==> config.mk <==
export PLATFORM = sky130hd
export DESIGN_NAME = twp_regs
export DESIGN_NICKNAME = d
export VERILOG_FILES = /design/src/twp_pkg.sv /design/src/twp_regs.sv /design/src/twp_acc_bank.sv
export VERILOG_INCLUDE_DIRS = /design/src
export SDC_FILE = /design/constraint.sdc
export NUM_CORES = 1
export LEC_CHECK = 0
export ABC_AREA = 0
export BUFFER_PORTS_ARGS = -buffer_cell sky130_fd_sc_hd__buf_4
export CAP_MARGIN = 5
export CORE_ASPECT_RATIO = 0.8
export CORE_MARGIN = 1.5
export CORE_UTILIZATION = 50
export CTS_CLUSTER_SIZE = 25
export DETAILED_ROUTE_END_ITERATION = 6
export GPL_TIMING_DRIVEN = 0
export PLACE_DENSITY = 0.69
export REMOVE_ABC_BUFFERS = 1
export SYNTH_ARGS = -nofsm -noshare
export SYNTH_HDL_FRONTEND = slang
export SYNTH_SLANG_ARGS = --single-unit
==> constraint.sdc <==
create_clock -name clk -period 8.3 [get_ports clk]
set_input_delay 0.415 -clock clk [delete_from_list [all_inputs] [get_ports clk]]
set_output_delay 0.415 -clock clk [all_outputs]
set_load 0.05 [all_outputs]
==> src/twp_map.svh <==
`ifndef TWP_MAP_SVH
`define TWP_MAP_SVH
// register word offsets inside the drawing-engine window
`define TWP_OFS_S_STEP_X 14'h2C00
`define TWP_OFS_S_STEP_Y 14'h2C04
`define TWP_OFS_T_STEP_X 14'h2C08
`define TWP_OFS_T_STEP_Y 14'h2C0C
`define TWP_OFS_Q_STEP_X 14'h2C10
`define TWP_OFS_Q_STEP_Y 14'h2C14
`define TWP_OFS_S_EDGE 14'h2C18
`define TWP_OFS_T_EDGE 14'h2C1C
`define TWP_OFS_Q_EDGE 14'h2C20
`define TWP_OFS_TW_CFG 14'h2C28
// texture width configuration fields
`define TWP_TWLOG_LSB 0
`define TWP_TWLOG_MSB 5
`define TWP_RFW_LSB 9
`define TWP_RFW_MSB 14
`define TWP_TWMASK_LSB 18
`define TWP_TWMASK_MSB 28
// accumulator integer part starts here (12.20 and 16.16)
`define TWP_ST_FRAC 20
`define TWP_Q_FRAC 16
// reset value of all parameter words (documented as unknown)
`define TWP_RST_WORD 32'h0000_0000
`endif

==> src/twp_pkg.sv <==
`default_nettype none
package twp_pkg;
  // scan engine states
  typedef enum logic [2:0] {
    TWP_IDLE = 3'b001,
    TWP_PIXEL = 3'b010,
    TWP_LINE = 3'b100
  } twp_state_t;
endpackage : twp_pkg
`default_nettype wire

==> src/twp_regs.sv <==
`timescale 1ns/1ps
`default_nettype none
`include "twp_map.svh"
module twp_regs (
  // clock and reset
  input wire logic clk,
  input wire logic rstn,
  input wire logic ce,
  // drawing-engine fifo write port
  input wire logic wr_en,
  input wire logic [13:0] wr_addr,
  input wire logic [31:0] wr_data,
  // scan engine control
  input wire logic span_start,
  input wire logic pixel_step,
  input wire logic span_end,
  input wire logic clamp_mode,
  // pixel walk values
  output logic signed [31:0] s_pix_q,
  output logic signed [31:0] t_pix_q,
  output logic signed [31:0] q_pix_q,
  // texel column and q exception
  output logic [10:0] texel_col_q,
  output logic q_exception_q,
  // width configuration fields
  output logic signed [5:0] texture_width_log_q,
  output logic signed [5:0] width_roundup_factor_q,
  output logic [10:0] width_wrap_mask_q,
  // sequencer status
  output logic busy_q
);
  // ----------------------------------------
  // parameter registers
  // ----------------------------------------
  logic signed [31:0] s_step_x_q, s_step_y_q, t_step_x_q, t_step_y_q;
  logic signed [31:0] q_step_x_q, q_step_y_q;
  twp_pkg::twp_state_t state_q;
  logic [1:0] line_idx_q;
  logic [31:0] acc_rd;

  // increments only change on software writes
  always_ff @(posedge clk or negedge rstn) begin
    if (!rstn) begin
      s_step_x_q <= `TWP_RST_WORD;
      s_step_y_q <= `TWP_RST_WORD;
      t_step_x_q <= `TWP_RST_WORD;
      t_step_y_q <= `TWP_RST_WORD;
      q_step_x_q <= `TWP_RST_WORD;
      q_step_y_q <= `TWP_RST_WORD;
    end else if (ce && wr_en) begin
      unique case (wr_addr)
        `TWP_OFS_S_STEP_X: s_step_x_q <= wr_data;
        `TWP_OFS_S_STEP_Y: s_step_y_q <= wr_data;
        `TWP_OFS_T_STEP_X: t_step_x_q <= wr_data;
        `TWP_OFS_T_STEP_Y: t_step_y_q <= wr_data;
        `TWP_OFS_Q_STEP_X: q_step_x_q <= wr_data;
        `TWP_OFS_Q_STEP_Y: q_step_y_q <= wr_data;
        default: ;
      endcase
    end
  end

  // width config; reserved bits are simply not stored
  // the signed fields are kept raw; their meaning belongs to the texel unit
  always_ff @(posedge clk or negedge rstn) begin
    if (!rstn) begin
      texture_width_log_q <= '0;
      width_roundup_factor_q <= '0;
      width_wrap_mask_q <= '0;
    end else if (ce && wr_en && wr_addr == `TWP_OFS_TW_CFG) begin
      texture_width_log_q <= wr_data[`TWP_TWLOG_MSB:`TWP_TWLOG_LSB];
      width_roundup_factor_q <= wr_data[`TWP_RFW_MSB:`TWP_RFW_LSB];
      width_wrap_mask_q <= wr_data[`TWP_TWMASK_MSB:`TWP_TWMASK_LSB];
    end
  end

  // ----------------------------------------
  // left-edge accumulators
  // ----------------------------------------
  // a software edge write wins over the scan update to any word
  // limitation: the skipped scan step is lost, so load starts before span_start
  logic acc_sw;
  logic [1:0] acc_sw_addr;
  logic acc_we;
  logic [1:0] acc_waddr;
  logic [31:0] acc_wdata;

  always_comb begin
    acc_sw = 1'b0;
    acc_sw_addr = 2'h3;
    if (wr_en) begin
      unique case (wr_addr)
        `TWP_OFS_S_EDGE: begin acc_sw = 1'b1; acc_sw_addr = 2'h0; end
        `TWP_OFS_T_EDGE: begin acc_sw = 1'b1; acc_sw_addr = 2'h1; end
        `TWP_OFS_Q_EDGE: begin acc_sw = 1'b1; acc_sw_addr = 2'h2; end
        default: ;
      endcase
    end
  end

  // y increment for the accumulator being walked
  function automatic logic [31:0] step_y(input logic [1:0] idx, input logic [31:0] sy,
                                          input logic [31:0] ty, input logic [31:0] qy);
    step_y = (idx == 2'h0) ? sy : (idx == 2'h1) ? ty : qy;
  endfunction : step_y

  // read data of index line_idx_q appears one cycle after it is presented
  always_comb begin
    acc_we = acc_sw;
    acc_waddr = acc_sw_addr;
    acc_wdata = wr_data;
    if (!acc_sw && state_q == twp_pkg::TWP_LINE && line_idx_q != 2'h0) begin
      acc_we = 1'b1;
      acc_waddr = line_idx_q - 2'h1;
      acc_wdata = acc_rd + step_y(acc_waddr, s_step_y_q, t_step_y_q, q_step_y_q);
    end
  end

  twp_acc_bank #(.W(32)) u_acc (
    .clk(clk),
    .rstn(rstn),
    .ce(ce),
    .we(acc_we),
    .waddr(acc_waddr),
    .wdata(acc_wdata),
    .raddr(line_idx_q),
    .rdata_q(acc_rd)
  );

  // ----------------------------------------
  // scan sequencer
  // ----------------------------------------
  // LINE walks indices 0..3: reads lead writes by one cycle
  // index 0 only primes the read port; 1..3 write s, t and q back
  always_ff @(posedge clk or negedge rstn) begin
    if (!rstn) begin
      state_q <= twp_pkg::TWP_IDLE;
      line_idx_q <= 2'h0;
    end else if (ce) begin
      unique case (state_q)
        twp_pkg::TWP_IDLE: begin
          line_idx_q <= 2'h0;
          if (span_start) state_q <= twp_pkg::TWP_LINE;
        end
        twp_pkg::TWP_LINE: begin
          line_idx_q <= line_idx_q + 2'h1;
          if (line_idx_q == 2'h3) state_q <= twp_pkg::TWP_PIXEL;
        end
        twp_pkg::TWP_PIXEL: begin
          line_idx_q <= 2'h0;
          if (span_end) state_q <= twp_pkg::TWP_IDLE;
        end
        default: state_q <= twp_pkg::TWP_IDLE;
      endcase
    end
  end

  // pixel values: loaded from the stepped edge, then walked by x steps
  // the x steps are only read here; a software write can still change them during a span
  always_ff @(posedge clk or negedge rstn) begin
    if (!rstn) begin
      s_pix_q <= `TWP_RST_WORD;
      t_pix_q <= `TWP_RST_WORD;
      q_pix_q <= `TWP_RST_WORD;
    end else if (ce) begin
      if (acc_we && !acc_sw) begin
        unique case (acc_waddr)
          2'h0: s_pix_q <= acc_wdata;
          2'h1: t_pix_q <= acc_wdata;
          default: q_pix_q <= acc_wdata;
        endcase
      end else if (state_q == twp_pkg::TWP_PIXEL && pixel_step) begin
        s_pix_q <= s_pix_q + s_step_x_q;
        t_pix_q <= t_pix_q + t_step_x_q;
        q_pix_q <= q_pix_q + q_step_x_q;
      end
    end
  end

  // ----------------------------------------
  // texel column and status
  // ----------------------------------------
  // texel column wrap or clamp; in clamp mode negative columns clamp to zero
  // repeat only wraps cleanly when the mask is all ones below its top bit
  logic signed [11:0] col_int;
  logic [10:0] col_next;
  always_comb begin
    col_int = s_pix_q[`TWP_ST_FRAC+11:`TWP_ST_FRAC];
    if (!clamp_mode) col_next = col_int[10:0] & width_wrap_mask_q;
    else if (col_int < 0) col_next = 11'h000;
    else if (col_int[10:0] > width_wrap_mask_q) col_next = width_wrap_mask_q;
    else col_next = col_int[10:0];
  end

  // column, exception and busy flags
  // all three are registered, so each trails its source by one cycle
  always_ff @(posedge clk or negedge rstn) begin
    if (!rstn) begin
      texel_col_q <= 11'h000;
      q_exception_q <= 1'b0;
      busy_q <= 1'b0;
    end else if (ce) begin
      texel_col_q <= col_next;
      q_exception_q <= (q_pix_q <= 0);
      busy_q <= (state_q != twp_pkg::TWP_IDLE);
    end
  end
endmodule : twp_regs
`default_nettype wire

==> src/twp_acc_bank.sv <==
`timescale 1ns/1ps
`default_nettype none
`include "twp_map.svh"
// three-word accumulator memory: index 0 = s, 1 = t, 2 = q
module twp_acc_bank #(
  parameter int W = 32
) (
  // clock and reset
  input wire logic clk,
  input wire logic rstn,
  input wire logic ce,
  // write port
  input wire logic we,
  input wire logic [1:0] waddr,
  input wire logic [W-1:0] wdata,
  // read port
  input wire logic [1:0] raddr,
  output logic [W-1:0] rdata_q
);
  logic [W-1:0] mem_q [0:2];

  // storage words
  always_ff @(posedge clk or negedge rstn) begin
    if (!rstn) begin
      for (int i = 0; i < 3; i++) mem_q[i] <= `TWP_RST_WORD;
    end else if (ce && we && waddr != 2'h3) begin
      mem_q[waddr] <= wdata;
    end
  end

  // registered read data
  always_ff @(posedge clk or negedge rstn) begin
    if (!rstn) begin
      rdata_q <= `TWP_RST_WORD;
    end else if (ce) begin
      rdata_q <= (raddr == 2'h3) ? `TWP_RST_WORD : mem_q[raddr];
    end
  end
endmodule : twp_acc_bank
`default_nettype wire

==> results.tsv, run 1 <==
stage	metric	value	unit
yosys	summed instance area of the synthesized netlist	26300	um2
clocking	TritonCTS clock tree	built	
yosys	fraction of synthesized cell area taken by the top area cell type	43.3	%
timing	fin. max-slew vios	0	
job	max_cap viols	0	
die	horizontal die dimension	260	um
global_route	number of antenna violations at the first check in global routing	0	
timing	worst clock skew	0.0204	ns
clocking	number of clock sinks	457	
setup_path	crit-path max cell delay	0.97	ns
setup_path	critical path arrival	6.50	ns
yosys	arithmetic-cell share of the synthesized area counting full adders, half adders and majority gates	7.53	%
clocking	CTS buffer count	49	
placement	final weighted congestion of routability-driven global placement	0.969	
yosys	Post-synth EDFFs	0	
outcome	outcome	complete, no violations	
yosys	top cell type by total area after synthesis	dfrtp_1	
timing	Setup WS post-layout	2.32	ns
clocking	largest buffer count on any clock path	3	
drt	first drt pass iteration count	5	
placement	Post-Place Cell Area	28700	um2
drt	post-DR vias/cell	6.03	
global_route	maximum number of pins on one net before global-route repair	110	
cells_and_area	Area growth syn-to-layout	15.2	%
clocking	later-pin clock latency in the skew report	0.61	ns
power_and_ir_drop	peak supply drop	148	uV
setup_path	cell family with most CP delay	compound AO/OA/AOI/OAI gates	
yosys	synthesized area per cell	9.90	um2
power_and_ir_drop	Cell Pwr Density	204	nW/um2
setup_path	Crit Path Max Fanout	40	
yosys	Synth Area in Simple Gates	11.3	%
die	number of I/O pins	186	
min_path	worst hold-check path type	primary input to register	
yosys	synthesized netlist cell count	2659	
timing	final sum of negative setup slack	0	ns
drt	Total Routed Length	75700	um
yosys	portion of netlist area occupied by mux cells	13.0	%
yosys	sequential-to-total area share from yosys stat	43.4	%
yosys	largest family of logic cells by synthesized area	compound AO/OA/AOI/OAI gates	
setup_path	Critical Path RT	8.82	ns
yosys	count of unique library cells instantiated by Yosys	96	
setup_path	number of buffers and inverters on the critical path	3	
timing	Hold Vio Cnt, Final	0	
yosys	leading cell types by count after synthesis	dfrtp_1 (456), nand2_1 (284), o21ai_0 (252)	
power_and_ir_drop	switching power of the nets	2.04	mW
timing	shortest period the worst path allows	5.98	ns
die	overall die area	54100	um2
global_route	first-pass GRT wire length	118000	um
drt	detailed router's first-iteration violation count	1997	
yosys	parity-gate share of the synthesized area counting xor and xnor cells	2.69	%
yosys	Compound-Gate Fraction of Synth Area	18.5	%
drt	drt drc	0	
drt	WL/cell	21.5	um
setup_path	cell-by-cell trace of the critical path	inv_1, ha_2, buf_12, mux2i_1, o21ai_0, ha_1, inv_1, fa_1, nor2b_1, o31a_1, o311ai_4, a211oi_2, o21a_1, nor3_1, nor3_1, a21oi_1, o21ai_0	
power_and_ir_drop	portion of total power attributed to combinational logic	22.8	%
timing	unrepaired setup endpoints after global routing	no	
timing	fraction of the cycle the final worst path needs	72.1	%
timing	final-report setup violation count	0	
setup_path	type of the worst setup path	register to register	
placement	placed wire-length estimate after detailed placement	54700	um
global_route	GRT Overall Usage	27.7	%
timing	max-slew headroom at the worst pin	16.0	%
placement	number of buffer cells added on primary ports	185	
power_and_ir_drop	cell-internal power	4.16	mW
cells_and_area	cell area after layout	30300	um2
die	die extent in y	208	um
timing	Slew @ Worst Pin	1.25	ns
yosys	library cell with the highest instance count after synthesis	dfrtp_1	
power_and_ir_drop	switching fraction of total power	32.9	%
power_and_ir_drop	sum of internal, switching and leakage power	6.19	mW
power_and_ir_drop	clock share of power	36.7	%
cells_and_area	fraction of final layout cells sized beyond drive strength 1	20.3	%
placement	DP Worst Slack	2.40	ns
clocking	clock transition at the registers of the reported paths	0.06	ns
timing	highest achievable clock rate	0.167	GHz
cells_and_area	Final Non-Filler Cells	3528	
setup_path	slowest cell on the critical path	dfrtp_2	
setup_path	kind of start point of the critical path	register	
yosys	share of flip-flops with an asynchronous set or reset after synthesis	100	%
yosys	Yosys warning count	0	
drt	post-route antenna net violation count	0	
power_and_ir_drop	portion of total power attributed to sequential cells	40.6	%
yosys	synth top area cells	dfrtp_1 (43%), mux2_2 (9.7%), ha_1 (7.2%), o21ai_0 (4.8%), a21oi_1 (4.1%)	
power_and_ir_drop	static leakage	14.5	nW
die	row count	75	
clocking	maximum level of the CTS H-tree	2	
global_route	Remaining Overflow, GRT	0	
setup_path	Setup crit end kind	register	
placement	total placed cells including tap cells	3435	
die	effective utilization at floorplan	50.4	%
yosys	Main synth FF type	dfrtp_1	
drt	number of vias in the routed layout	21300	
cells_and_area	count of nets after finishing	3005	
clocking	number of gates given a new drive strength after cts	0	
clocking	library cell used as clock root buffer	clkbuf_16	
die	Core Region	52300	um2
cells_and_area	fillers	4386	
global_route	vias in the first global route	20700	
yosys	number of synthesized register bits	457	
==> through the flow <==
stage / util (%) / hold WS [ns]
CTS: 58.0 / 0.0922
global route: 58.1 / 0.106
finish: 58.1 / 0.125
global placement: 53.6 / 0.461
detailed placement: 54.8 / 0.466
floorplan: - / 0.119
==> path summary, 6_finish.rpt <==
check	endpoint	start	cells past startpoint	slack, ns
max in group asynchronous	u_acc.rdata_q[9]	rstn	4	6.50
hold / removal	q_step_y_q[30]	wr_data[30]	2	0.13
hold reg to reg	u_acc.mem_q[85]	u_acc.mem_q[85]	2	0.48
min in group asynchronous	texel_col_q[4]	rstn	2	0.40
setup / recovery	u_acc.mem_q[20]	line_idx_q[0]	17	2.32
setup reg to reg	u_acc.mem_q[20]	line_idx_q[0]	17	2.32
==> repair_timing <==
item | 4_1_cts | 5_1_grt
setup buffers | 0 | 0
endpoints found under the hold margin | 86 | 0
endpoints found under the setup margin | 0 | 0
hold buffers | 1 | 0
==> registers in the layout, summed over array words and instances (netlist names), 11 cells and up <==
signal and count:
u_acc.mem_q 96, texel_col_q 11, s_step_y_q 32, width_wrap_mask_q 11
u_acc.rdata_q 32, s_pix_q 32, t_step_x_q 32, q_step_x_q 32
q_step_y_q 32, s_step_x_q 32, t_pix_q 32, t_step_y_q 32
q_pix_q 32
==> cell type report <==
class	count	area [um2]	area share (%)
sequential	457	11400	37.7
antenna	1	2.50	0.00825
tap	693	867	2.86
multi-input combinational	1974	14100	46.3
inverter	99	372	1.22
clock inverter	17	256	0.845
clock buffer	73	1400	4.61
timing repair buffer	214	1950	6.43
==> power groups by stage <==
stage / registers, mW / clock network [mW] / logic [mW]
after floorplan: 2.74 / 0 / 0.651
after global placement: 2.57 / 0 / 1.30
after detailed placement: 2.55 / 0 / 1.40
after CTS: 2.51 / 2.31 / 1.40
after global routing: 2.52 / 2.40 / 1.51
final: 2.51 / 2.27 / 1.41
==> cells by family (layout without fill, tap and decap cells) <==
| group | after synthesis | in the layout |
|---|---|---|
| compound gates | 787 | 787 |
| xor+xnor | 81 | 81 |
| fa+ha+maj | 156 | 156 |
| buf+inv | 228 | 403 |
| flops | 457 | 457 |
| mux | 314 | 314 |
| other cells | 0 | 1 |
| simple gates | 636 | 636 |
==> routing by layer <==
layer	part of all wire [%]	track usage (%)	vias up
li1	-	-	9930
met1	47	41.0	10500
met2	45	43.1	682
met3	5.7	2.83	133
met4	2.3	7.66	0
met5	0	0	-
==> worst reg2reg max path: stages, from the launching register on <==
cell and delay, ns:
dfrtp_2 0.97, inv_1 0.32, ha_2 0.42, buf_12 0.25
mux2i_1 0.15, o21ai_0 0.17, ha_1 0.26, inv_1 0.08
fa_1 0.41, nor2b_1 0.21, o31a_1 0.29, o311ai_4 0.13
a211oi_2 0.47, o21a_1 0.30, nor3_1 0.07, nor3_1 0.85
a21oi_1 0.30, o21ai_0 0.24
==> cell usage in the layout (no fill, tap or decap), types with 7 or more instances in the layout <==
master,instances
nand2b_1,20
mux2_2,228
and2_1,14
o31ai_1,7
o21bai_1,17
nor4_1,15
nor2b_1,11
a31o_2,8
and3_1,19
a21o_1,52
o221ai_1,13
nor3_1,26
a211oi_1,26
or3_1,8
nor2_1,119
a21oi_1,216
inv_1,99
buf_12,16
o211ai_1,13
ha_1,150
nand2_1,282
dfrtp_1,454
o21a_1,31
nand3_1,47
o22ai_1,35
a31oi_1,28
o21ai_0,252
clkbuf_1,17
nand4_1,21
buf_4,184
clkbuf_16,50
xor2_1,30
xnor2_1,51
mux2i_1,85
Power figures use the tool's default switching activity.
==> run 2: changes to the inputs <==
--- a/config.mk
+++ b/config.mk
@@ -6,7 +6,7 @@
 export SDC_FILE = /design/constraint.sdc
 export NUM_CORES = 1
 export LEC_CHECK = 0
-export ABC_AREA = 0
+export ABC_AREA = 1
 export BUFFER_PORTS_ARGS = -buffer_cell sky130_fd_sc_hd__buf_4
 export CAP_MARGIN = 5
 export CORE_ASPECT_RATIO = 0.8
==> constraint.sdc (replaced) <==
create_clock -name clk -period 6.26 [get_ports clk]
set_input_delay 0.313 -clock clk [delete_from_list [all_inputs] [get_ports clk]]
set_output_delay 0.313 -clock clk [all_outputs]
set_load 0.05 [all_outputs]
==> results.tsv, run 2 <==
stage	metric	value	unit
clocking	maximum level of the CTS H-tree	2	
die	Core Region	58200	um2
placement	total placed cells including tap cells	5157	
power_and_ir_drop	static leakage	18.7	nW
timing	max-slew headroom at the worst pin	29.2	%
clocking	number of clock sinks	457	
global_route	Remaining Overflow, GRT	0	
die	overall die area	60400	um2
setup_path	worst reg2reg path startpoint	line_idx_q[0]	
timing	fraction of the cycle the final worst path needs	92.7	%
drt	first drt pass iteration count	6	
setup_path	type of the worst setup path	register to register	
setup_path	setup slack, reg-to-reg	0.46	ns
setup_path	cell-by-cell trace of the critical path	buf_16, clkinv_2, ha_1, nor2_2, nand2_4, inv_6, nand2_2, nand2_2, nand2_1, nand2_1	
setup_path	crit-path max cell delay	0.92	ns
global_route	vias in the first global route	27200	
job	max_cap viols	0	
yosys	library cell with the highest instance count after synthesis	nand2_1	
setup_path	slowest cell on the critical path	inv_6	
outcome	outcome	complete, no violations	
yosys	sequential-to-total area share from yosys stat	38.8	%
timing	final-report setup violation count	0	
clocking	library cell used as clock root buffer	clkbuf_16	
clocking	CTS buffer count	49	
die	horizontal die dimension	275	um
timing	highest achievable clock rate	0.172	GHz
timing	worst hold margin	0.0897	ns
setup_path	Crit Path Max Fanout	97	
timing	fin. max-slew vios	0	
yosys	count of unique library cells instantiated by Yosys	50	
power_and_ir_drop	peak supply drop	356	uV
yosys	Main synth FF type	dfrtp_1	
setup_path	Crit Reg-Reg Endpoint	t_pix_q[0]	
cells_and_area	Final Non-Filler Cells	5256	
yosys	fraction of synthesized cell area taken by the top area cell type	38.7	%
placement	placed wire-length estimate after detailed placement	74200	um
yosys	summed instance area of the synthesized netlist	29500	um2
global_route	number of antenna violations at the first check in global routing	6	
drt	post-route antenna net violation count	0	
yosys	synthesized netlist cell count	4321	
die	number of I/O pins	186	
global_route	first-pass GRT wire length	156000	um
setup_path	Setup crit end kind	register	
placement	number of buffer cells added on primary ports	185	
cells_and_area	commonest cells after routing, fill and taps aside	nand2_1 (1648), inv_1 (545), dfrtp_1 (455)	
yosys	share of flip-flops with an asynchronous set or reset after synthesis	100	%
cells_and_area	register with the most flip-flops	u_acc.mem_q	
cells_and_area	count of nets after finishing	4656	
cells_and_area	most common cell after layout, fill and taps aside	nand2_1	
yosys	Post-synth EDFFs	0	
cells_and_area	Area growth syn-to-layout	13.1	%
timing	Hold Vio Cnt, Final	0	
min_path	worst hold-check path type	primary input to register	
setup_path	kind of start point of the critical path	register	
drt	number of vias in the routed layout	29000	
die	die extent in y	220	um
yosys	synthesized area per cell	6.82	um2
clocking	later-pin clock latency in the skew report	0.62	ns
global_route	maximum number of pins on one net before global-route repair	122	
min_path	worst hold path stage count	4	
yosys	top cell type by total area after synthesis	dfrtp_1	
yosys	leading cell types by count after synthesis	nand2_1 (1648), inv_1 (548), dfrtp_1 (456)	
placement	final weighted congestion of routability-driven global placement	0.963	
setup_path	critical path arrival	6.34	ns
die	effective utilization at floorplan	50.6	%
timing	final sum of negative setup slack	0	ns
cells_and_area	flip-flop count of the largest register, all copies and words added	96	
placement	Post-Place Cell Area	31600	um2
timing	Slew @ Worst Pin	1.06	ns
min_path	destination of the worst hold path	width_wrap_mask_q[9]	
setup_path	number of buffers and inverters on the critical path	3	
global_route	GRT Overall Usage	33.7	%
yosys	synth top area cells	dfrtp_1 (39%), nand2_1 (21%), o21ai_0 (7.1%), inv_1 (7.0%), ha_1 (6.4%)	
power_and_ir_drop	Cell Pwr Density	350	nW/um2
drt	post-DR vias/cell	5.52	
timing	worst clock skew	0.0300	ns
setup_path	worst reg2reg path depth	10	
setup_path	cell family with most CP delay	simple AND/OR/NAND/NOR gates	
cells_and_area	fillers	5632	
cells_and_area	fraction of final layout cells sized beyond drive strength 1	7.98	%
clocking	largest buffer count on any clock path	3	
drt	WL/cell	19.4	um
min_path	hold path startpoint	wr_addr[2]	
die	row count	79	
drt	drt drc	0	
drt	detailed router's first-iteration violation count	2601	
cells_and_area	cell area after layout	33300	um2
timing	unrepaired setup endpoints after global routing	no	
timing	shortest period the worst path allows	5.80	ns
clocking	clock transition at the registers of the reported paths	0.06	ns
clocking	TritonCTS clock tree	built	
yosys	Yosys warning count	0	
drt	Total Routed Length	102000	um
yosys	number of synthesized register bits	457	
setup_path	Critical Path RT	6.80	ns
[run 2: cell types whose count changed after synthesis, sizes merged, moves of 31 or more]
cell,before,now
a21o,53,3
a21oi,218,116
inv,99,564
mux2,228,0
mux2i,86,0
nand2,284,1659
nand3,49,254
nor2,123,252
o21a,32,1
o21ai,261,502
o22ai,35,2
[run 2: layout make-up]
cell class / instances / area, um2 / area share [%]
Antenna cell: 1 / 2.50 / 0.00750
Clock buffer: 69 / 1440 / 4.33
Clock inverter: 22 / 241 / 0.724
Inverter: 566 / 2140 / 6.42
Multi-Input combinational cell: 3162 / 15300 / 45.8
Sequential cell: 457 / 11400 / 34.3
Tap cell: 769 / 962 / 2.89
Timing Repair Buffer: 207 / 1820 / 5.46
Timing Repair inverter: 3 / 20.0 / 0.0600
[run 2: kinds of logic (layout without fill, tap and decap cells)]
logic type / after synthesis / in the layout / share of synthesized area (%)
compound gates: 673 / 673 / 12.1
xor+xnor: 53 / 53 / 1.57
fa+ha+maj: 156 / 156 / 6.72
buf+inv: 702 / 867 / 9.56
flops: 457 / 457 / 38.8
other cells: 0 / 1 / 0
simple gates: 2280 / 2280 / 31.3
[run 2: metal layers]
layer | vias to the layer above | track usage (%) | share of wire (%)
met4 | 0 | 10.3 | 2.8
met2 | 1060 | 54.7 | 45
met3 | 163 | 4.82 | 7.7
met5 | - | 0 | 0
met1 | 13800 | 46.7 | 44
li1 | 13900 | - | -
[run 2: how the worst max path moves through the flow]
| stage | from | end | slack [ns] | depth (start not counted) |
|---|---|---|---|---|
| 2_1_floorplan | line_idx_q[0] | u_acc.mem_q[48] | 1.42 | 20 |
| 3_3_place_gp | line_idx_q[0] | u_acc.mem_q[56] | -2.15 | 20 |
| 3_5_place_dp | line_idx_q[0] | u_acc.mem_q[56] | -1.50 | 21 |
| 4_1_cts | line_idx_q[0] | t_pix_q[0] | 0.01 | 10 |
| 5_1_grt | line_idx_q[0] | t_pix_q[3] | 0.20 | 10 |
| 6_report | line_idx_q[0] | t_pix_q[0] | 0.46 | 10 |
[run 2: repair_timing]
item	4_1_cts	5_1_grt
cloned	1	2
hold buffers	1	0
buffers inserted	0	2
setup endpoints to repair	189	68
hold endpoints to repair	40	0
gates resized for setup	6	4
[run 2: power by group]
group	switching (mW)	leakage, nW	internal, mW
clock	1.32	0.812	1.74
sequential	0.490	6.19	3.44
combinational	3.22	11.7	1.47
[run 2: through the flow]
stage               total power [mW]  utilization [%]  setup slack, ns
floorplan                       6.97                -             1.42
global placement                8.43             53.5            -2.15
detailed placement              8.53             54.2            -1.50
CTS                             11.6             57.1           0.0135
global route                    12.4             57.3            0.204
finish                          11.7             57.3            0.455
[run 2: worst reg2reg max path: cells and delay by family (launching register included)]
| family | cells | cell delay (ns) |
|---|---|---|
| AND/OR/NAND/NOR | 6 | 2.80 |
| adder cells (fa/ha/maj) | 1 | 0.49 |
| buffers and inverters | 3 | 1.77 |
| flip-flops | 1 | 0.67 |
==> run 3: changes to the inputs <==
--- a/config.mk
+++ b/config.mk
@@ -15,6 +15,7 @@
 export CTS_CLUSTER_SIZE = 25
 export DETAILED_ROUTE_END_ITERATION = 6
 export GPL_TIMING_DRIVEN = 0
+export MAX_ROUTING_LAYER = met4
 export PLACE_DENSITY = 0.69
 export REMOVE_ABC_BUFFERS = 1
 export SYNTH_ARGS = -nofsm -noshare
==> results.tsv, run 3 (synthesis results as in run 2) <==
stage	metric	value	unit
timing	worst clock skew	0.0283	ns
drt	drt drc	0	
clocking	maximum level of the CTS H-tree	2	
placement	number of buffer cells added on primary ports	185	
die	effective utilization at floorplan	50.6	%
timing	Slew @ Worst Pin	1.13	ns
timing	max-slew headroom at the worst pin	24.6	%
cells_and_area	cell area after layout	33400	um2
cells_and_area	most common cell after layout, fill and taps aside	nand2_1	
setup_path	Crit Path Max Fanout	97	
timing	shortest period the worst path allows	6.00	ns
global_route	maximum number of pins on one net before global-route repair	119	
placement	Post-Place Cell Area	31600	um2
drt	WL/cell	19.5	um
drt	detailed router's first-iteration violation count	2669	
cells_and_area	commonest cells after routing, fill and taps aside	nand2_1 (1648), inv_1 (545), dfrtp_1 (456)	
drt	post-route antenna net violation count	0	
placement	total placed cells including tap cells	5159	
cells_and_area	count of nets after finishing	4658	
timing	highest achievable clock rate	0.167	GHz
power_and_ir_drop	sum of internal, switching and leakage power	11.7	mW
die	horizontal die dimension	275	um
die	die extent in y	220	um
timing	fraction of the cycle the final worst path needs	95.9	%
cells_and_area	Area growth syn-to-layout	13.3	%
min_path	worst hold-check path type	primary input to register	
clocking	TritonCTS clock tree	built	
global_route	GRT Overall Usage	34.8	%
drt	Total Routed Length	102000	um
power_and_ir_drop	peak supply drop	285	uV
cells_and_area	fillers	5718	
die	row count	79	
setup_path	Setup crit end kind	register	
placement	final weighted congestion of routability-driven global placement	1.00	
job	max_cap viols	0	
cells_and_area	register with the most flip-flops	u_acc.mem_q	
drt	first drt pass iteration count	6	
global_route	first-pass GRT wire length	155000	um
outcome	outcome	complete, no violations	
drt	post-DR vias/cell	5.47	
power_and_ir_drop	static leakage	18.7	nW
setup_path	critical path arrival	6.54	ns
global_route	number of antenna violations at the first check in global routing	11	
setup_path	kind of start point of the critical path	register	
drt	number of vias in the routed layout	28700	
power_and_ir_drop	Cell Pwr Density	351	nW/um2
clocking	clock transition at the registers of the reported paths	0.06	ns
setup_path	type of the worst setup path	register to register	
clocking	number of clock sinks	457	
timing	final-report setup violation count	0	
timing	fin. max-slew vios	0	
cells_and_area	fraction of final layout cells sized beyond drive strength 1	7.87	%
cells_and_area	Final Non-Filler Cells	5257	
setup_path	Critical Path RT	6.80	ns
clocking	library cell used as clock root buffer	clkbuf_16	
placement	placed wire-length estimate after detailed placement	75200	um
clocking	largest buffer count on any clock path	3	
die	overall die area	60400	um2
clocking	CTS buffer count	50	
timing	worst hold margin	0.147	ns
die	Core Region	58200	um2
clocking	later-pin clock latency in the skew report	0.63	ns
global_route	Remaining Overflow, GRT	0	
cells_and_area	flip-flop count of the largest register, all copies and words added	96	
timing	Hold Vio Cnt, Final	0	
die	number of I/O pins	186	
global_route	vias in the first global route	26800	
run 3: cell types whose count changed in the layout (fill, tap and decap cells not counted), sizes merged:
cell / delta
diode: +4
clkinvlp: -5
bufinv: +1
buf: +2
clkbuf: +2
clkinv: -3
run 3: critical path, stage by stage, from the launching register on:
cell      delay, ns
dfrtp_1        0.74
buf_16         0.25
clkinv_2       0.55
ha_1           0.48
nor2_2         0.22
nand2_4        0.59
inv_6          0.93
nand2_2        0.76
nand2_2        0.89
nand2_1        0.13
nand2_1        0.09
run 3: path summary, 6_finish.rpt:
| kind | to | slack (ns) | start | cells after the start |
|---|---|---|---|---|
| max reg2reg | t_pix_q[10] | 0.26 | line_idx_q[0] | 10 |
| min reg2reg | u_acc.mem_q[91] | 0.48 | u_acc.mem_q[91] | 2 |
| min | s_step_x_q[0] | 0.15 | wr_data[0] | 3 |
| max | t_pix_q[10] | 0.26 | line_idx_q[0] | 10 |
| min in group asynchronous | t_step_x_q[2] | 0.20 | rstn | 2 |
| max in group asynchronous | u_acc.rdata_q[31] | 4.60 | rstn | 4 |
run 3: per-layer routing:
metal	up-vias	wire [um]	GRT usage, %
met1	13600	45600	47.3
met2	992	46700	55.2
met3	176	7190	3.97
li1	13900	-	-
met5	-	0	-
met4	0	2990	10.1
run 3: per-stage QoR:
stage	setup TNS [ns]	worst slack (ns)	util, %
after floorplan	0	1.42	-
after global placement	-303.89	-2.24	53.5
after detailed placement	-150.09	-1.47	54.3
after CTS	0	0.0249	57.3
after global routing	-0.0540	-0.0478	57.4
final	0	0.259	57.4
run 3: layout make-up:
cell class                 count  area, um2  area share (%)
antenna                        5       12.5          0.0375
multi-input combinational   3162      15300            45.7
clock inverter                16        235           0.704
clock buffer                  71       1460            4.37
timing repair buffer         209       1860            5.57
tap                          769        962            2.88
sequential                   457      11400            34.2
inverter                     566       2140            6.41
timing repair inverter         2       12.5          0.0375
run 3: what timing repair did:
action	4_1_cts	5_1_grt
hold endpoints to repair	45	0
gates resized for setup	4	5
gates cloned	0	2
buffers inserted	0	3
pin swaps	0	0
hold buffers	1	0
endpoints found under the setup margin	188	103
run 3: power by group:
group / switching [mW] / total, mW / leakage (nW) / internal, mW
Clock: 1.30 / 3.09 / 0.825 / 1.79
Sequential: 0.476 / 3.92 / 6.19 / 3.45
Combinational: 3.23 / 4.72 / 11.7 / 1.49
Total: 5.01 / 11.7 / 18.7 / 6.73
